File: src/kbc_cfg.svh
/*
  Timing figures, command codes and reset values.
  Assumes a 10 MHz system clock.
*/
`ifndef KBC_CFG_SVH
`define KBC_CFG_SVH

// Clock rate and time conversion (integer MHz keeps products small)
`define KBC_CLK_MHZ               10
`define KBC_US_TO_CYC(us)         ((us) * `KBC_CLK_MHZ)

// Serial link times in microseconds, and frame length in bits
`define KBC_TX_REQ_US             250
`define KBC_HOLD_US               60
`define KBC_TX_FIRST_CLK_MAX_US   15000
`define KBC_TX_FRAME_MAX_US       2000
`define KBC_TX_ACK_MAX_US         2000
`define KBC_RX_FRAME_MAX_US       2000
`define KBC_FRAME_BITS            10

// Port pull-up drive: one 8 MHz cycle, rounded up to system clocks
`define KBC_PULLUP_DRIVE_NS       125
`define KBC_PULLUP_DRIVE_CYC      ((`KBC_PULLUP_DRIVE_NS * `KBC_CLK_MHZ + 999) / 1000)

// System-reset bit delay window in microseconds
`define KBC_SYSRST_DELAY_MIN_US   4
`define KBC_SYSRST_DELAY_MAX_US   8

// Host command codes that redirect the next data write
`define KBC_CMD_WR_OUTPORT        8'hd1
`define KBC_CMD_WR_BIDIR          8'hd2
`define KBC_CMD_WR_MOUSE          8'hd4

// Status byte bit positions
`define KBC_ST_RX_FULL            0
`define KBC_ST_TX_BUSY            1
`define KBC_ST_LOCK               2
`define KBC_ST_LAST_CMD           3
`define KBC_ST_KEYLOCK_N          4
`define KBC_ST_RX_MOUSE           5
`define KBC_ST_TIMEOUT            6
`define KBC_ST_PARITY             7

// Reset values and fixed positions
`define KBC_OUTPORT_RST           8'hff
`define KBC_BIDIR_RST             6'h3f
`define KBC_SYSRST_BIT            0
`define KBC_KEYLOCK_BIT           1

`endif

File: src/kbc_pkg.sv
/*
  Types shared by the keyboard controller top and its serial link engine.
  Assumes kbc_cfg.svh supplies every numeric constant.
*/
package kbc_pkg;

  // Host strobes as seen on the pins, all active low except the select
  typedef struct packed {
    logic wr_n;
    logic rd_n;
    logic cs_n;
    logic cmd_data_select;
  } host_ctl_s;

  // One synchronised clock/data pair of a serial link
  typedef struct packed {
    logic clk;
    logic data;
  } serial_line_s;

  // Received byte with its check result
  typedef struct packed {
    logic [7:0] data;
    logic       parity_err;
  } rx_frame_s;

  // Pending redirection of the next host data write
  typedef enum logic [1:0] {
    DST_KEYBOARD,
    DST_MOUSE,
    DST_OUTPORT,
    DST_BIDIR
  } data_dest_e;

  typedef enum logic [2:0] {
    LS_IDLE,
    LS_TX_REQ,
    LS_TX_WAIT,
    LS_TX_BITS,
    LS_TX_ACK,
    LS_HOLD,
    LS_RX_BITS
  } link_state_e;

  typedef logic [17:0] tmo_cnt_t;

endpackage

File: src/kbc_host_port_and_serial_link.sv
/*
  Keyboard controller core: host read/write port, keyboard and mouse serial
  links, open-drain port bits and output port with delayed reset bit.
  Assumes one 10 MHz clock; every pin input is asynchronous and is
  synchronised here; three-state wires are resolved outside.
*/
`timescale 1ns/1ps
`include "kbc_cfg.svh"

// Contract
// - Strobes, select and chip select must stay active one clock to count.
// - Read data driven while read and chip select low, plus one clock after.
// - First test input is the keyboard clock in both modes.
// - Second test input is keyboard data, or mouse clock in second mode.
// - Writing one to a port bit drives high one 8 MHz cycle, then floats.
// - Lock behaviour enabled when strap low, disabled when high.
// - On transmit device clocks; controller pulls clock low 250 us then 60 us.
// - On transmit controller drives data incl. stop; device drives ack only.
// - Transmit aborts with timeout when any of three intervals overruns.
// - On receive device clocks; controller holds clock low 60 us after.
// - Receive aborts with timeout when frame overruns its maximum.
// - Output port command shows on pins within six clocks.
// - System-reset bit change is delayed by four to eight microseconds.
// - Debug output shows internal state; nothing depends on it.
// - Writing zero drives the port bit low; one releases it.
module kbc_host_port_and_serial_link #(
  parameter int unsigned TMO_TX_FIRST = `KBC_US_TO_CYC(`KBC_TX_FIRST_CLK_MAX_US),
  parameter int unsigned TMO_TX_FRAME = `KBC_US_TO_CYC(`KBC_TX_FRAME_MAX_US),
  parameter int unsigned TMO_TX_ACK   = `KBC_US_TO_CYC(`KBC_TX_ACK_MAX_US),
  parameter int unsigned TMO_RX_FRAME = `KBC_US_TO_CYC(`KBC_RX_FRAME_MAX_US),
  parameter int unsigned BIDIR_BITS   = 6
) (
  // Clock and reset
  input  wire logic                  sys_clk,
  input  wire logic                  reset_n,
  // Host port
  input  wire kbc_pkg::host_ctl_s    host_ctl,
  input  wire logic [7:0]            host_data_in,
  output logic [7:0]                 host_data_out,
  output logic                       host_data_oe,
  // Mode and strap
  input  wire logic                  ps2_mode,
  input  wire logic                  lock_enable_strap_n,
  // Test inputs
  input  wire logic                  kb_clock_in,
  input  wire logic                  kb_data_or_mouse_clock_in,
  // Keyboard lines
  output logic                       keyboard_clock_line_out,
  output logic                       keyboard_clock_line_oe,
  input  wire logic                  keyboard_data_line_in,
  output logic                       keyboard_data_line_out,
  output logic                       keyboard_data_line_oe,
  // Mouse lines
  output logic                       mouse_clock_line_out,
  output logic                       mouse_clock_line_oe,
  input  wire logic                  mouse_data_line_in,
  output logic                       mouse_data_line_out,
  output logic                       mouse_data_line_oe,
  // Port bits
  input  wire logic [BIDIR_BITS-1:0] bidir_port_bits_in,
  output logic [BIDIR_BITS-1:0]      bidir_port_bits_out,
  output logic [BIDIR_BITS-1:0]      bidir_port_bits_oe,
  input  wire logic [1:0]            input_only_bits,
  output logic [7:0]                 output_port_bits,
  // Debug
  output logic                       debug_sync
);
  import kbc_pkg::*;

  localparam int unsigned SYNC_W   = 4 + 8 + 4 + 2 + 2 + BIDIR_BITS;
  localparam int unsigned SYSRST_W = 8;
  localparam logic [SYSRST_W-1:0] SYSRST_CYC =
    SYSRST_W'(`KBC_US_TO_CYC(`KBC_SYSRST_DELAY_MIN_US));
  localparam logic [1:0] DRIVE_CYC = 2'(`KBC_PULLUP_DRIVE_CYC);

  // Two-stage synchroniser for every pin input
  logic [SYNC_W-1:0] sync1_q, sync2_q;
  wire  [SYNC_W-1:0] pins_raw = {host_ctl, host_data_in, kb_clock_in,
                                 kb_data_or_mouse_clock_in, keyboard_data_line_in,
                                 mouse_data_line_in, ps2_mode, lock_enable_strap_n,
                                 input_only_bits, bidir_port_bits_in};

  always_ff @(posedge sys_clk or negedge reset_n)
  begin
    if (!reset_n)
    begin
      sync1_q <= '1;
      sync2_q <= '1;
    end
    else
    begin
      sync1_q <= pins_raw;
      sync2_q <= sync1_q;
    end
  end

  // Named views of the synchronised pins
  host_ctl_s              ctl_s;
  logic [7:0]             hdata_s;
  logic                   kb_clock_in_s, kb_data_or_mouse_clock_in_s, kdat_s, mdat_s, mode_s, strap_n_s;
  logic [1:0]             inonly_s;
  logic [BIDIR_BITS-1:0]  bidir_in_s;
  assign {ctl_s, hdata_s, kb_clock_in_s, kb_data_or_mouse_clock_in_s, kdat_s, mdat_s, mode_s, strap_n_s,
          inonly_s, bidir_in_s} = sync2_q;

  // Host strobe decode
  wire wr_act = ~ctl_s.wr_n & ~ctl_s.cs_n;
  wire rd_act = ~ctl_s.rd_n & ~ctl_s.cs_n;
  logic       wr_act_q, rd_act_q, wr_a0_q, rd_a0_q;
  logic [7:0] wr_data_q;
  wire wr_commit = wr_act_q & ~wr_act;
  wire rd_end    = rd_act_q & ~rd_act;

  // Write data taken while the strobe stands, committed at its release
  always_ff @(posedge sys_clk or negedge reset_n)
  begin
    if (!reset_n)
    begin
      wr_act_q  <= 1'b0;
      rd_act_q  <= 1'b0;
      wr_a0_q   <= 1'b0;
      rd_a0_q   <= 1'b0;
      wr_data_q <= '0;
    end
    else
    begin
      wr_act_q <= wr_act;
      rd_act_q <= rd_act;
      if (wr_act)
      begin
        wr_data_q <= hdata_s;
        wr_a0_q   <= ctl_s.cmd_data_select;
      end
      if (rd_act)
        rd_a0_q <= ctl_s.cmd_data_select;
    end
  end

  // Command decode and write routing
  data_dest_e dest_q;
  logic       last_cmd_q;
  wire data_wr    = wr_commit & ~wr_a0_q;
  wire kb_tx_req  = data_wr & (dest_q == DST_KEYBOARD);
  wire ms_tx_req  = data_wr & (dest_q == DST_MOUSE);
  wire outport_wr = data_wr & (dest_q == DST_OUTPORT);
  wire bidir_wr   = data_wr & (dest_q == DST_BIDIR);
  wire data_dest_e cmd_dest =
    (wr_data_q == `KBC_CMD_WR_OUTPORT) ? DST_OUTPORT :
    (wr_data_q == `KBC_CMD_WR_BIDIR)   ? DST_BIDIR   :
    (wr_data_q == `KBC_CMD_WR_MOUSE)   ? DST_MOUSE   : DST_KEYBOARD;

  always_ff @(posedge sys_clk or negedge reset_n)
  begin
    if (!reset_n)
    begin
      dest_q     <= DST_KEYBOARD;
      last_cmd_q <= 1'b0;
    end
    else if (wr_commit)
    begin
      dest_q     <= wr_a0_q ? cmd_dest : DST_KEYBOARD;
      last_cmd_q <= wr_a0_q;
    end
  end

  // Link engines; second test input is shared by mode
  wire kb_data_s = mode_s ? kdat_s : kb_data_or_mouse_clock_in_s;
  wire lock_on   = ~strap_n_s & ~inonly_s[`KBC_KEYLOCK_BIT];
  logic      rx_full_q, rx_mouse_q, tmo_q, par_q;
  logic      kb_rdy, kb_rxv, kb_tmo, kb_busy, ms_rdy, ms_rxv, ms_tmo, ms_busy;
  rx_frame_s kb_frm, ms_frm;
  wire kb_take = ~rx_full_q & kb_rxv;
  wire ms_take = ~rx_full_q & ~kb_rxv & ms_rxv;

  ps2_link_engine #(
    .TMO_TX_FIRST (TMO_TX_FIRST),
    .TMO_TX_FRAME (TMO_TX_FRAME),
    .TMO_TX_ACK   (TMO_TX_ACK),
    .TMO_RX_FRAME (TMO_RX_FRAME)
  ) u_kb_link (
    .sys_clk  (sys_clk),
    .reset_n  (reset_n),
    .enable   (1'b1),
    .inhibit  (rx_full_q),
    .line_s   ('{clk: kb_clock_in_s, data: kb_data_s}),
    .tx_valid (kb_tx_req),
    .tx_byte  (wr_data_q),
    .tx_ready (kb_rdy),
    .rx_valid (kb_rxv),
    .rx_frame (kb_frm),
    .rx_ack   (kb_take),
    .timeout  (kb_tmo),
    .busy     (kb_busy),
    .clk_oe   (keyboard_clock_line_oe),
    .data_out (keyboard_data_line_out),
    .data_oe  (keyboard_data_line_oe)
  );

  // Mouse link exists only in the second mode and obeys the lock
  ps2_link_engine #(
    .TMO_TX_FIRST (TMO_TX_FIRST),
    .TMO_TX_FRAME (TMO_TX_FRAME),
    .TMO_TX_ACK   (TMO_TX_ACK),
    .TMO_RX_FRAME (TMO_RX_FRAME)
  ) u_ms_link (
    .sys_clk  (sys_clk),
    .reset_n  (reset_n),
    .enable   (mode_s),
    .inhibit  (rx_full_q | lock_on),
    .line_s   ('{clk: kb_data_or_mouse_clock_in_s, data: mdat_s}),
    .tx_valid (ms_tx_req & ~lock_on),
    .tx_byte  (wr_data_q),
    .tx_ready (ms_rdy),
    .rx_valid (ms_rxv),
    .rx_frame (ms_frm),
    .rx_ack   (ms_take),
    .timeout  (ms_tmo),
    .busy     (ms_busy),
    .clk_oe   (mouse_clock_line_oe),
    .data_out (mouse_data_line_out),
    .data_oe  (mouse_data_line_oe)
  );

  // Receive buffer, sticky timeout and per-byte parity flag; set wins
  logic [7:0] rx_buf_q;
  wire data_rd_end = rd_end & ~rd_a0_q;
  wire stat_rd_end = rd_end & rd_a0_q;
  wire any_tmo     = kb_tmo | ms_tmo;

  always_ff @(posedge sys_clk or negedge reset_n)
  begin
    if (!reset_n)
    begin
      rx_full_q  <= 1'b0;
      rx_mouse_q <= 1'b0;
      rx_buf_q   <= '0;
      tmo_q      <= 1'b0;
      par_q      <= 1'b0;
    end
    else
    begin
      rx_full_q <= kb_take | ms_take | (rx_full_q & ~data_rd_end);
      tmo_q     <= any_tmo | (tmo_q & ~stat_rd_end);
      if (kb_take | ms_take)
      begin
        rx_buf_q   <= kb_take ? kb_frm.data : ms_frm.data;
        rx_mouse_q <= ms_take;
        par_q      <= kb_take ? kb_frm.parity_err : ms_frm.parity_err;
      end
    end
  end

  // Read data; drive holds one clock past release
  logic [7:0] rd_q;
  logic [7:0] status;
  always_comb
  begin
    status                     = '0;
    status[`KBC_ST_RX_FULL]    = rx_full_q;
    status[`KBC_ST_TX_BUSY]    = ~kb_rdy | (mode_s & ~ms_rdy);
    status[`KBC_ST_LOCK]       = lock_on;
    status[`KBC_ST_LAST_CMD]   = last_cmd_q;
    status[`KBC_ST_KEYLOCK_N]  = inonly_s[`KBC_KEYLOCK_BIT];
    status[`KBC_ST_RX_MOUSE]   = rx_mouse_q;
    status[`KBC_ST_TIMEOUT]    = tmo_q;
    status[`KBC_ST_PARITY]     = par_q;
  end

  always_ff @(posedge sys_clk or negedge reset_n)
  begin
    if (!reset_n)
      rd_q <= '0;
    else if (rd_act)
      rd_q <= ctl_s.cmd_data_select ? status : rx_buf_q;
  end

  assign host_data_out = rd_q;
  assign host_data_oe  = rd_act | rd_act_q;

  // Output port; the system-reset bit waits out its delay counter
  logic [7:0]          outport_q;
  logic                sysrst_pend_q, sysrst_val_q;
  logic [SYSRST_W-1:0] sysrst_cnt_q;

  always_ff @(posedge sys_clk or negedge reset_n)
  begin
    if (!reset_n)
    begin
      outport_q     <= `KBC_OUTPORT_RST;
      sysrst_pend_q <= 1'b0;
      sysrst_val_q  <= 1'b1;
      sysrst_cnt_q  <= '0;
    end
    else if (outport_wr)
    begin
      outport_q[7:1] <= wr_data_q[7:1];
      sysrst_val_q   <= wr_data_q[`KBC_SYSRST_BIT];
      sysrst_pend_q  <= 1'b1;
      sysrst_cnt_q   <= SYSRST_CYC;
    end
    else if (sysrst_pend_q)
    begin
      sysrst_cnt_q <= sysrst_cnt_q - 1'b1;
      if (sysrst_cnt_q == '0)
      begin
        outport_q[`KBC_SYSRST_BIT] <= sysrst_val_q;
        sysrst_pend_q              <= 1'b0;
      end
    end
  end

  assign output_port_bits = outport_q;

  // Open-drain port bits, brief pull-up after a one
  logic [BIDIR_BITS-1:0] bidir_q;
  always_ff @(posedge sys_clk or negedge reset_n)
  begin
    if (!reset_n)
      bidir_q <= `KBC_BIDIR_RST;
    else if (bidir_wr)
      bidir_q <= wr_data_q[BIDIR_BITS-1:0];
  end

  genvar gi;
  generate
    for (gi = 0; gi < BIDIR_BITS; gi++)
    begin : g_bidir
      logic [1:0] drv_q;
      always_ff @(posedge sys_clk or negedge reset_n)
      begin
        if (!reset_n)
          drv_q <= '0;
        else if (bidir_wr & wr_data_q[gi])
          drv_q <= DRIVE_CYC;
        else if (drv_q != '0)
          drv_q <= drv_q - 1'b1;
      end
      assign bidir_port_bits_out[gi] = bidir_q[gi];
      assign bidir_port_bits_oe[gi]  = ~bidir_q[gi] | (drv_q != '0);
    end
  endgenerate

  // Debug output: link activity
  logic dbg_q;
  always_ff @(posedge sys_clk or negedge reset_n)
  begin
    if (!reset_n)
      dbg_q <= 1'b0;
    else
      dbg_q <= kb_busy | ms_busy;
  end

  assign debug_sync              = dbg_q;
  assign keyboard_clock_line_out = 1'b0;
  assign mouse_clock_line_out    = 1'b0;

endmodule

File: src/ps2_link_engine.sv
/*
  One two-wire serial link engine: sends and receives framed bytes.
  Assumes synchronised inputs and open-drain lines with pull-ups.
*/
`timescale 1ns/1ps
`include "kbc_cfg.svh"

module ps2_link_engine #(
  parameter int unsigned TMO_TX_FIRST = `KBC_US_TO_CYC(`KBC_TX_FIRST_CLK_MAX_US),
  parameter int unsigned TMO_TX_FRAME = `KBC_US_TO_CYC(`KBC_TX_FRAME_MAX_US),
  parameter int unsigned TMO_TX_ACK   = `KBC_US_TO_CYC(`KBC_TX_ACK_MAX_US),
  parameter int unsigned TMO_RX_FRAME = `KBC_US_TO_CYC(`KBC_RX_FRAME_MAX_US)
) (
  // Clock and reset
  input  wire logic                 sys_clk,
  input  wire logic                 reset_n,
  // Control
  input  wire logic                 enable,
  input  wire logic                 inhibit,
  input  wire kbc_pkg::serial_line_s line_s,
  // Byte interface
  input  wire logic                 tx_valid,
  input  wire logic [7:0]           tx_byte,
  output logic                      tx_ready,
  output logic                      rx_valid,
  output kbc_pkg::rx_frame_s        rx_frame,
  input  wire logic                 rx_ack,
  output logic                      timeout,
  output logic                      busy,
  // Line drivers
  output logic                      clk_oe,
  output logic                      data_out,
  output logic                      data_oe
);
  import kbc_pkg::*;

  link_state_e state_q, state_d;
  tmo_cnt_t    cnt_q;
  tmo_cnt_t    limit;
  logic [3:0]  bit_q;
  logic [9:0]  shift_q;
  logic        clk_prev_q;
  logic        stop_rel_q;
  logic        data_out_q;
  logic        timeout_q;
  logic        rx_valid_q;
  rx_frame_s   rx_frame_q;

  // Edge detection on the synchronised clock only
  wire clk_fall = clk_prev_q & ~line_s.clk;
  wire clk_rise = ~clk_prev_q & line_s.clk;
  wire last_bit = (bit_q == 4'(`KBC_FRAME_BITS - 1));
  wire expired  = (cnt_q >= limit - tmo_cnt_t'(1));
  wire ack_bad  = (state_q == LS_TX_ACK) & clk_fall & line_s.data;
  wire tx_take  = (state_q == LS_IDLE) & enable & tx_valid;
  wire rx_done  = (state_q == LS_RX_BITS) & clk_fall & last_bit;
  wire [7:0] rx_byte = shift_q[8:1];
  wire rx_par_bad = ~(^{rx_byte, shift_q[9]}) | ~line_s.data;

  // Per-state bound: fixed low times or timeout maxima
  assign limit = (state_q == LS_TX_REQ)  ? tmo_cnt_t'(`KBC_US_TO_CYC(`KBC_TX_REQ_US)) :
                 (state_q == LS_HOLD)    ? tmo_cnt_t'(`KBC_US_TO_CYC(`KBC_HOLD_US)) :
                 (state_q == LS_TX_WAIT) ? tmo_cnt_t'(TMO_TX_FIRST) :
                 (state_q == LS_TX_BITS) ? tmo_cnt_t'(TMO_TX_FRAME) :
                 (state_q == LS_TX_ACK)  ? tmo_cnt_t'(TMO_TX_ACK) :
                                           tmo_cnt_t'(TMO_RX_FRAME);

  // Next state
  always_comb
  begin
    state_d = state_q;
    case (state_q)
      LS_IDLE:
        if (tx_take)
          state_d = LS_TX_REQ;
        else if (enable & ~inhibit & ~rx_valid_q & clk_fall & ~line_s.data)
          state_d = LS_RX_BITS;
      LS_TX_REQ:  if (expired) state_d = LS_TX_WAIT;
      LS_TX_WAIT: if (clk_fall) state_d = LS_TX_BITS; else if (expired) state_d = LS_IDLE;
      LS_TX_BITS:
        if (clk_fall & last_bit)
          state_d = LS_TX_ACK;
        else if (expired)
          state_d = LS_IDLE;
      LS_TX_ACK:
        if (clk_fall)
          state_d = line_s.data ? LS_IDLE : LS_HOLD;
        else if (expired)
          state_d = LS_IDLE;
      LS_HOLD:    if (expired) state_d = LS_IDLE;
      LS_RX_BITS: if (rx_done) state_d = LS_HOLD; else if (expired) state_d = LS_IDLE;
      default:    state_d = LS_IDLE;
    endcase
    if (!enable)
      state_d = LS_IDLE;
  end

  // State and phase counter; idle keeps the counter parked
  always_ff @(posedge sys_clk or negedge reset_n)
  begin
    if (!reset_n)
    begin
      state_q    <= LS_IDLE;
      cnt_q      <= '0;
      clk_prev_q <= 1'b1;
    end
    else
    begin
      state_q    <= state_d;
      cnt_q      <= (state_d != state_q || state_q == LS_IDLE) ? '0 : cnt_q + 1'b1;
      clk_prev_q <= line_s.clk;
    end
  end

  // Transmit loads stop, parity, data; receive shifts in
  always_ff @(posedge sys_clk or negedge reset_n)
  begin
    if (!reset_n)
    begin
      shift_q    <= '0;
      bit_q      <= '0;
      data_out_q <= 1'b1;
    end
    else if (tx_take)
    begin
      shift_q    <= {1'b1, ~^tx_byte, tx_byte};
      bit_q      <= '0;
      data_out_q <= 1'b0; // Start bit held from the request onward
    end
    else if (clk_fall & (state_q == LS_TX_WAIT || state_q == LS_TX_BITS))
    begin
      data_out_q <= shift_q[bit_q];
      bit_q      <= bit_q + 1'b1;
    end
    else if (clk_fall & (state_q == LS_RX_BITS))
    begin
      shift_q <= {line_s.data, shift_q[9:1]};
      bit_q   <= bit_q + 1'b1;
    end
    else if (state_q == LS_IDLE)
      bit_q <= '0;
  end

  // Stop release and result flags; set wins over ack
  always_ff @(posedge sys_clk or negedge reset_n)
  begin
    if (!reset_n)
    begin
      stop_rel_q <= 1'b0;
      timeout_q  <= 1'b0;
      rx_valid_q <= 1'b0;
      rx_frame_q <= '0;
    end
    else
    begin
      stop_rel_q <= (state_q == LS_TX_ACK) & (stop_rel_q | clk_rise);
      timeout_q  <= ((state_d == LS_IDLE) & (state_q != LS_IDLE) & (state_q != LS_HOLD)
                     & expired) | ack_bad;
      rx_valid_q <= rx_done | (rx_valid_q & ~rx_ack);
      if (rx_done)
        rx_frame_q <= '{data: rx_byte, parity_err: rx_par_bad};
    end
  end

  // Line drivers: clock only ever pulled low
  assign clk_oe   = (state_q == LS_TX_REQ) | (state_q == LS_HOLD) |
                    ((state_q == LS_IDLE) & enable & (inhibit | rx_valid_q));
  assign data_oe  = (state_q == LS_TX_REQ) | (state_q == LS_TX_WAIT) |
                    (state_q == LS_TX_BITS) | ((state_q == LS_TX_ACK) & ~stop_rel_q);
  assign data_out = data_out_q;
  assign tx_ready = (state_q == LS_IDLE) & enable;
  assign rx_valid = rx_valid_q;
  assign rx_frame = rx_frame_q;
  assign timeout  = timeout_q;
  assign busy     = (state_q != LS_IDLE);

endmodule

File: config.mk
export PLATFORM = sky130hd
export DESIGN_NAME = kbc_host_port_and_serial_link
export DESIGN_NICKNAME = d
export VERILOG_FILES = /design/src/kbc_pkg.sv /design/src/kbc_host_port_and_serial_link.sv /design/src/ps2_link_engine.sv
export VERILOG_INCLUDE_DIRS = /design/src
export SDC_FILE = /design/constraint.sdc
export NUM_CORES = 1
export LEC_CHECK = 0
export BUFFER_PORTS_ARGS = -buffer_cell sky130_fd_sc_hd__buf_4
export CAP_MARGIN = 20
export CORE_MARGIN = 2
export CORE_UTILIZATION = 45
export CTS_CLUSTER_DIAMETER = 100
export DETAILED_ROUTE_END_ITERATION = 7
export MAX_ROUTING_LAYER = met4
export SKIP_LAST_GASP = 1
export SLEW_MARGIN = 20
export SYNTH_ARGS = -nofsm -noshare
export SYNTH_HDL_FRONTEND = slang
export SYNTH_SLANG_ARGS = --single-unit
export TNS_END_PERCENT = 100
File: constraint.sdc
create_clock -name sys_clk -period 3 [get_ports sys_clk]
set_input_delay 0 -clock sys_clk [delete_from_list [all_inputs] [get_ports sys_clk]]
set_output_delay 0 -clock sys_clk [all_outputs]
set_load 0.05 [all_outputs]
==> impl_metrics.py <==
metrics = {
    "status": {
        "outcome": "finished, final reports clean",
    },
    "die": {
        "ios": 66,
        "core.rowCount": 55,
        "die-area_um2": 24280,
        "die_y_um": 155.8,
        "core_um2": 22640,
        "die_width_um": 155.8,
        "start_util_pct": 45.81,
    },
    "detailed_routing": {
        "wirelength_um": 22170,
        "avgViaCountPerCell": 5.334,
        "antenna_left": 0,
        "first_pass_iters": 5,
        "drtIter0Drc": 455,
        "wl_per_cell_um": 15.94,
        "vias": 7420,
        "route.detailed.drc": 0,
    },
    "clocking": {
        "cts_tree": "built",
        "cts_max_path_buffers": 3,
        "clock_latency_ps": 540,
        "clock-sinks": 208,
        "h-tree-depth": 1,
        "numCtsBuffers": 24,
        "path_clk_slew_ps": 60,
        "cts-root-buf": "clkbuf_16",
    },
    "worst_setup_path": {
        "worstSetupPathType": "flop to flop",
        "startpoint": "u_ms_link.state_q[1]$_DFF_PN0_",
        "crit_required_ps": 3440,
        "worstPathArrival_ps": 3190,
        "crit_chain": "nand2b_1 -> inv_1 -> and2_1 -> ha_1 -> a2111oi_2 -> o221ai_1 -> a21o_2 -> nor4_4 -> o21ai_2 -> buf_4 -> nor3_1",
        "cp_slowest_cell": "dfrtp_1",
        "r2r_end": "u_ms_link.cnt_q[6]$_DFF_PN0_",
        "r2r_slack_ps": 240,
        "cp-start-kind": "flop",
        "slowest_delay_ps": 410,
        "path_max_fanout": 12,
        "r2r-start": "u_ms_link.state_q[1]$_DFF_PN0_",
        "critPathCaptureType": "flop",
        "rr_worst_depth": 11,
    },
    "synth": {
        "ys_warn_count": 0,
        "syn_inst": 996,
        "syn_avg_cell_area_um2": 10.41,
        "synth_async_sr_flop_share_pct": 100.0,
        "synthFlopType": "dfrtp_1",
        "synth_cell_types": 70,
        "synth.yosys.seq_area_share_pct": 50.87,
        "synth_edf_count": 0,
        "synth_area_um2": 10370,
        "ys_ff_latch": 208,
    },
    "final_layout": {
        "layout_common_cells": "151 x dfrtp_1, 108 x nand2_1, 83 x nor2_1, 83 x buf_4, 57 x dfstp_2",
        "syn2layout_area_growth_pct": 19.31,
        "drive_gt1_share_pct": 22.24,
        "final_common_cell": "dfrtp_1",
        "n_antenna_cell": 0,
        "nets": 1165,
        "fillers": 2002,
        "final_cells": 1391,
    },
    "power_and_ir_drop": {
        "max-vdd-ir-drop_mv": 0.5975,
        "power.density_nw_per_um2": 668.7,
        "power.leakage_nw": 5.754,
    },
    "grt": {
        "grt_max_degree": 70,
        "grt.overflow.total": 0,
        "grt_pass1_vias": 7398,
        "grt_usage_pct": 19.41,
        "antenna_found_initial": 0,
        "grt_pass1_wl_um": 37440,
    },
    "sta": {
        "fin_crit_ps": 2755,
        "clock_skew_ps": 19.06,
        "tightest_slew_ps": 988.0,
        "hold_violations": 0,
        "slew_viol_final": 0,
        "setup_tns_ps": 0,
        "clock.fmax_ghz": 0.3629,
        "max-slew-margin-rel_pct": 33.89,
        "hold_ws_ps": 34.44,
        "setup-violations-final": 0,
        "fin_crit_sh_pct": 91.85,
    },
    "placement": {
        "port_buffers": 56,
        "place_hpwl_um": 15100,
        "placedCellCount": 1324,
        "gp_congestion": 0.8134,
    },
    "job": {
        "drv_cap": 0,
    },
    "hold_path": {
        "min_path_type": "input pin to asynchronous set/reset pin",
    },
}
[through the flow]
stage	setup slack (ps)	util, %	cell area, µm²	power, W
global placement	281.6	49.57	11220	0.005023
finish	244.6	54.66	12380	0.008275
floorplan	22.12	-	10390	0.004583
CTS	174.1	54.42	12320	0.008357
global route	-17.03	54.66	12380	0.008737
detailed placement	199.3	49.57	11220	0.005070
[cell type report]
type	count	area, µm²	share of cell area [%]
sequential	208	5276	42.63
multi-input combinational	709	4820	38.94
timing repair buffer	106	877.1	7.087
clock buffer	27	641.9	5.187
tap	285	356.6	2.881
clock inverter	17	257.7	2.083
inverter	39	146.4	1.183
[synth_stat cells (8+ instances only)]
library cell	instances	area (µm²)
clkbuf_1	34	127.6
mux2i_1	21	210.2
dfrtp_1	151	3779
ha_1	49	613.1
a21o_1	11	82.58
nand3_1	22	110.1
xnor2_1	29	254.0
nor3_1	31	155.2
a31oi_1	18	112.6
a21oi_1	54	270.3
a22oi_1	11	82.58
nand2b_1	13	81.33
nand4_1	12	75.07
inv_1	39	146.4
nand2_1	108	405.4
xor2_1	33	289.0
o21ai_0	43	215.2
nor2b_1	20	125.1
nand3b_1	8	60.06
nor2_1	84	315.3
mux2_2	31	349.1
and3_1	9	56.30
dfstp_2	57	1498
[worst max-delay path by stage]
stage,end
6_report,u_ms_link.cnt_q[6]$_DFF_PN0_
5_1_grt,u_kb_link.cnt_q[3]$_DFF_PN0_
4_1_cts,u_kb_link.cnt_q[3]$_DFF_PN0_
3_5_place_dp,u_kb_link.cnt_q[3]$_DFF_PN0_
3_3_place_gp,u_kb_link.cnt_q[3]$_DFF_PN0_
2_1_floorplan,u_ms_link.cnt_q[10]$_DFF_PN0_
[routing by layer]
| layer | GRT usage (%) | share of wire (%) |
|---|---|---|
| met5 | - | 0 |
| met4 | 4.980 | 2.1 |
| met3 | 2.500 | 2.9 |
| met2 | 31.31 | 48 |
| met1 | 26.16 | 47 |
[critical path: cells and delay by family (launching register included)]
kind,cells,cell delay (ps)
compound gates,4,870
fa+ha+maj,1,300
buf+inv,2,310
flops,1,410
simple gates,4,780
[power breakdown]
part	leakage, nW	internal (W)	switching (W)
sequential	2.63	0.00312	0.000281
combinational	2.70	0.000727	0.000922
clock	0.432	0.00199	0.00123
total	5.75	0.00584	0.00243
[state kept, by name (all words and copies together), names as in the netlist, 4 cells and up]
name and cells:
u_kb_link.bit_q 4, u_kb_link.cnt_q 18, host_data_out 8, u_ms_link.shift_q 10, u_ms_link.cnt_q 18, sync2_q 19
output_port_bits 8, rx_buf_q 8, sysrst_cnt_q 8, sync1_q 19, u_kb_link.rx_frame 9, u_kb_link.shift_q 10
bidir_port_bits_out 6, u_ms_link.bit_q 4, u_ms_link.rx_frame 9, wr_data_q 8, g_bidir.drv_q 12
[logic make-up after synthesis]
kind of cell               count (synthesis)  synth area share (%)
other                                      2               0.07240
muxes                                     56                 6.261
AOI/OAI and AO/OA                        185                 11.42
xor gates and xnor gates                  62                 5.235
buffers and inverters                     84                 3.329
adders and majority gates                 49                 5.911
DFF                                      208                 50.87
and+or+nand+nor                          350                 16.90
[what timing repair did]
item,in CTS,in global routing
buffers inserted,0,2
endpoints found under the setup margin,0,38
hold endpoints to repair,125,0
gates resized for setup,0,8
hold buffers,20,0
(Power assumes the default switching activity.)
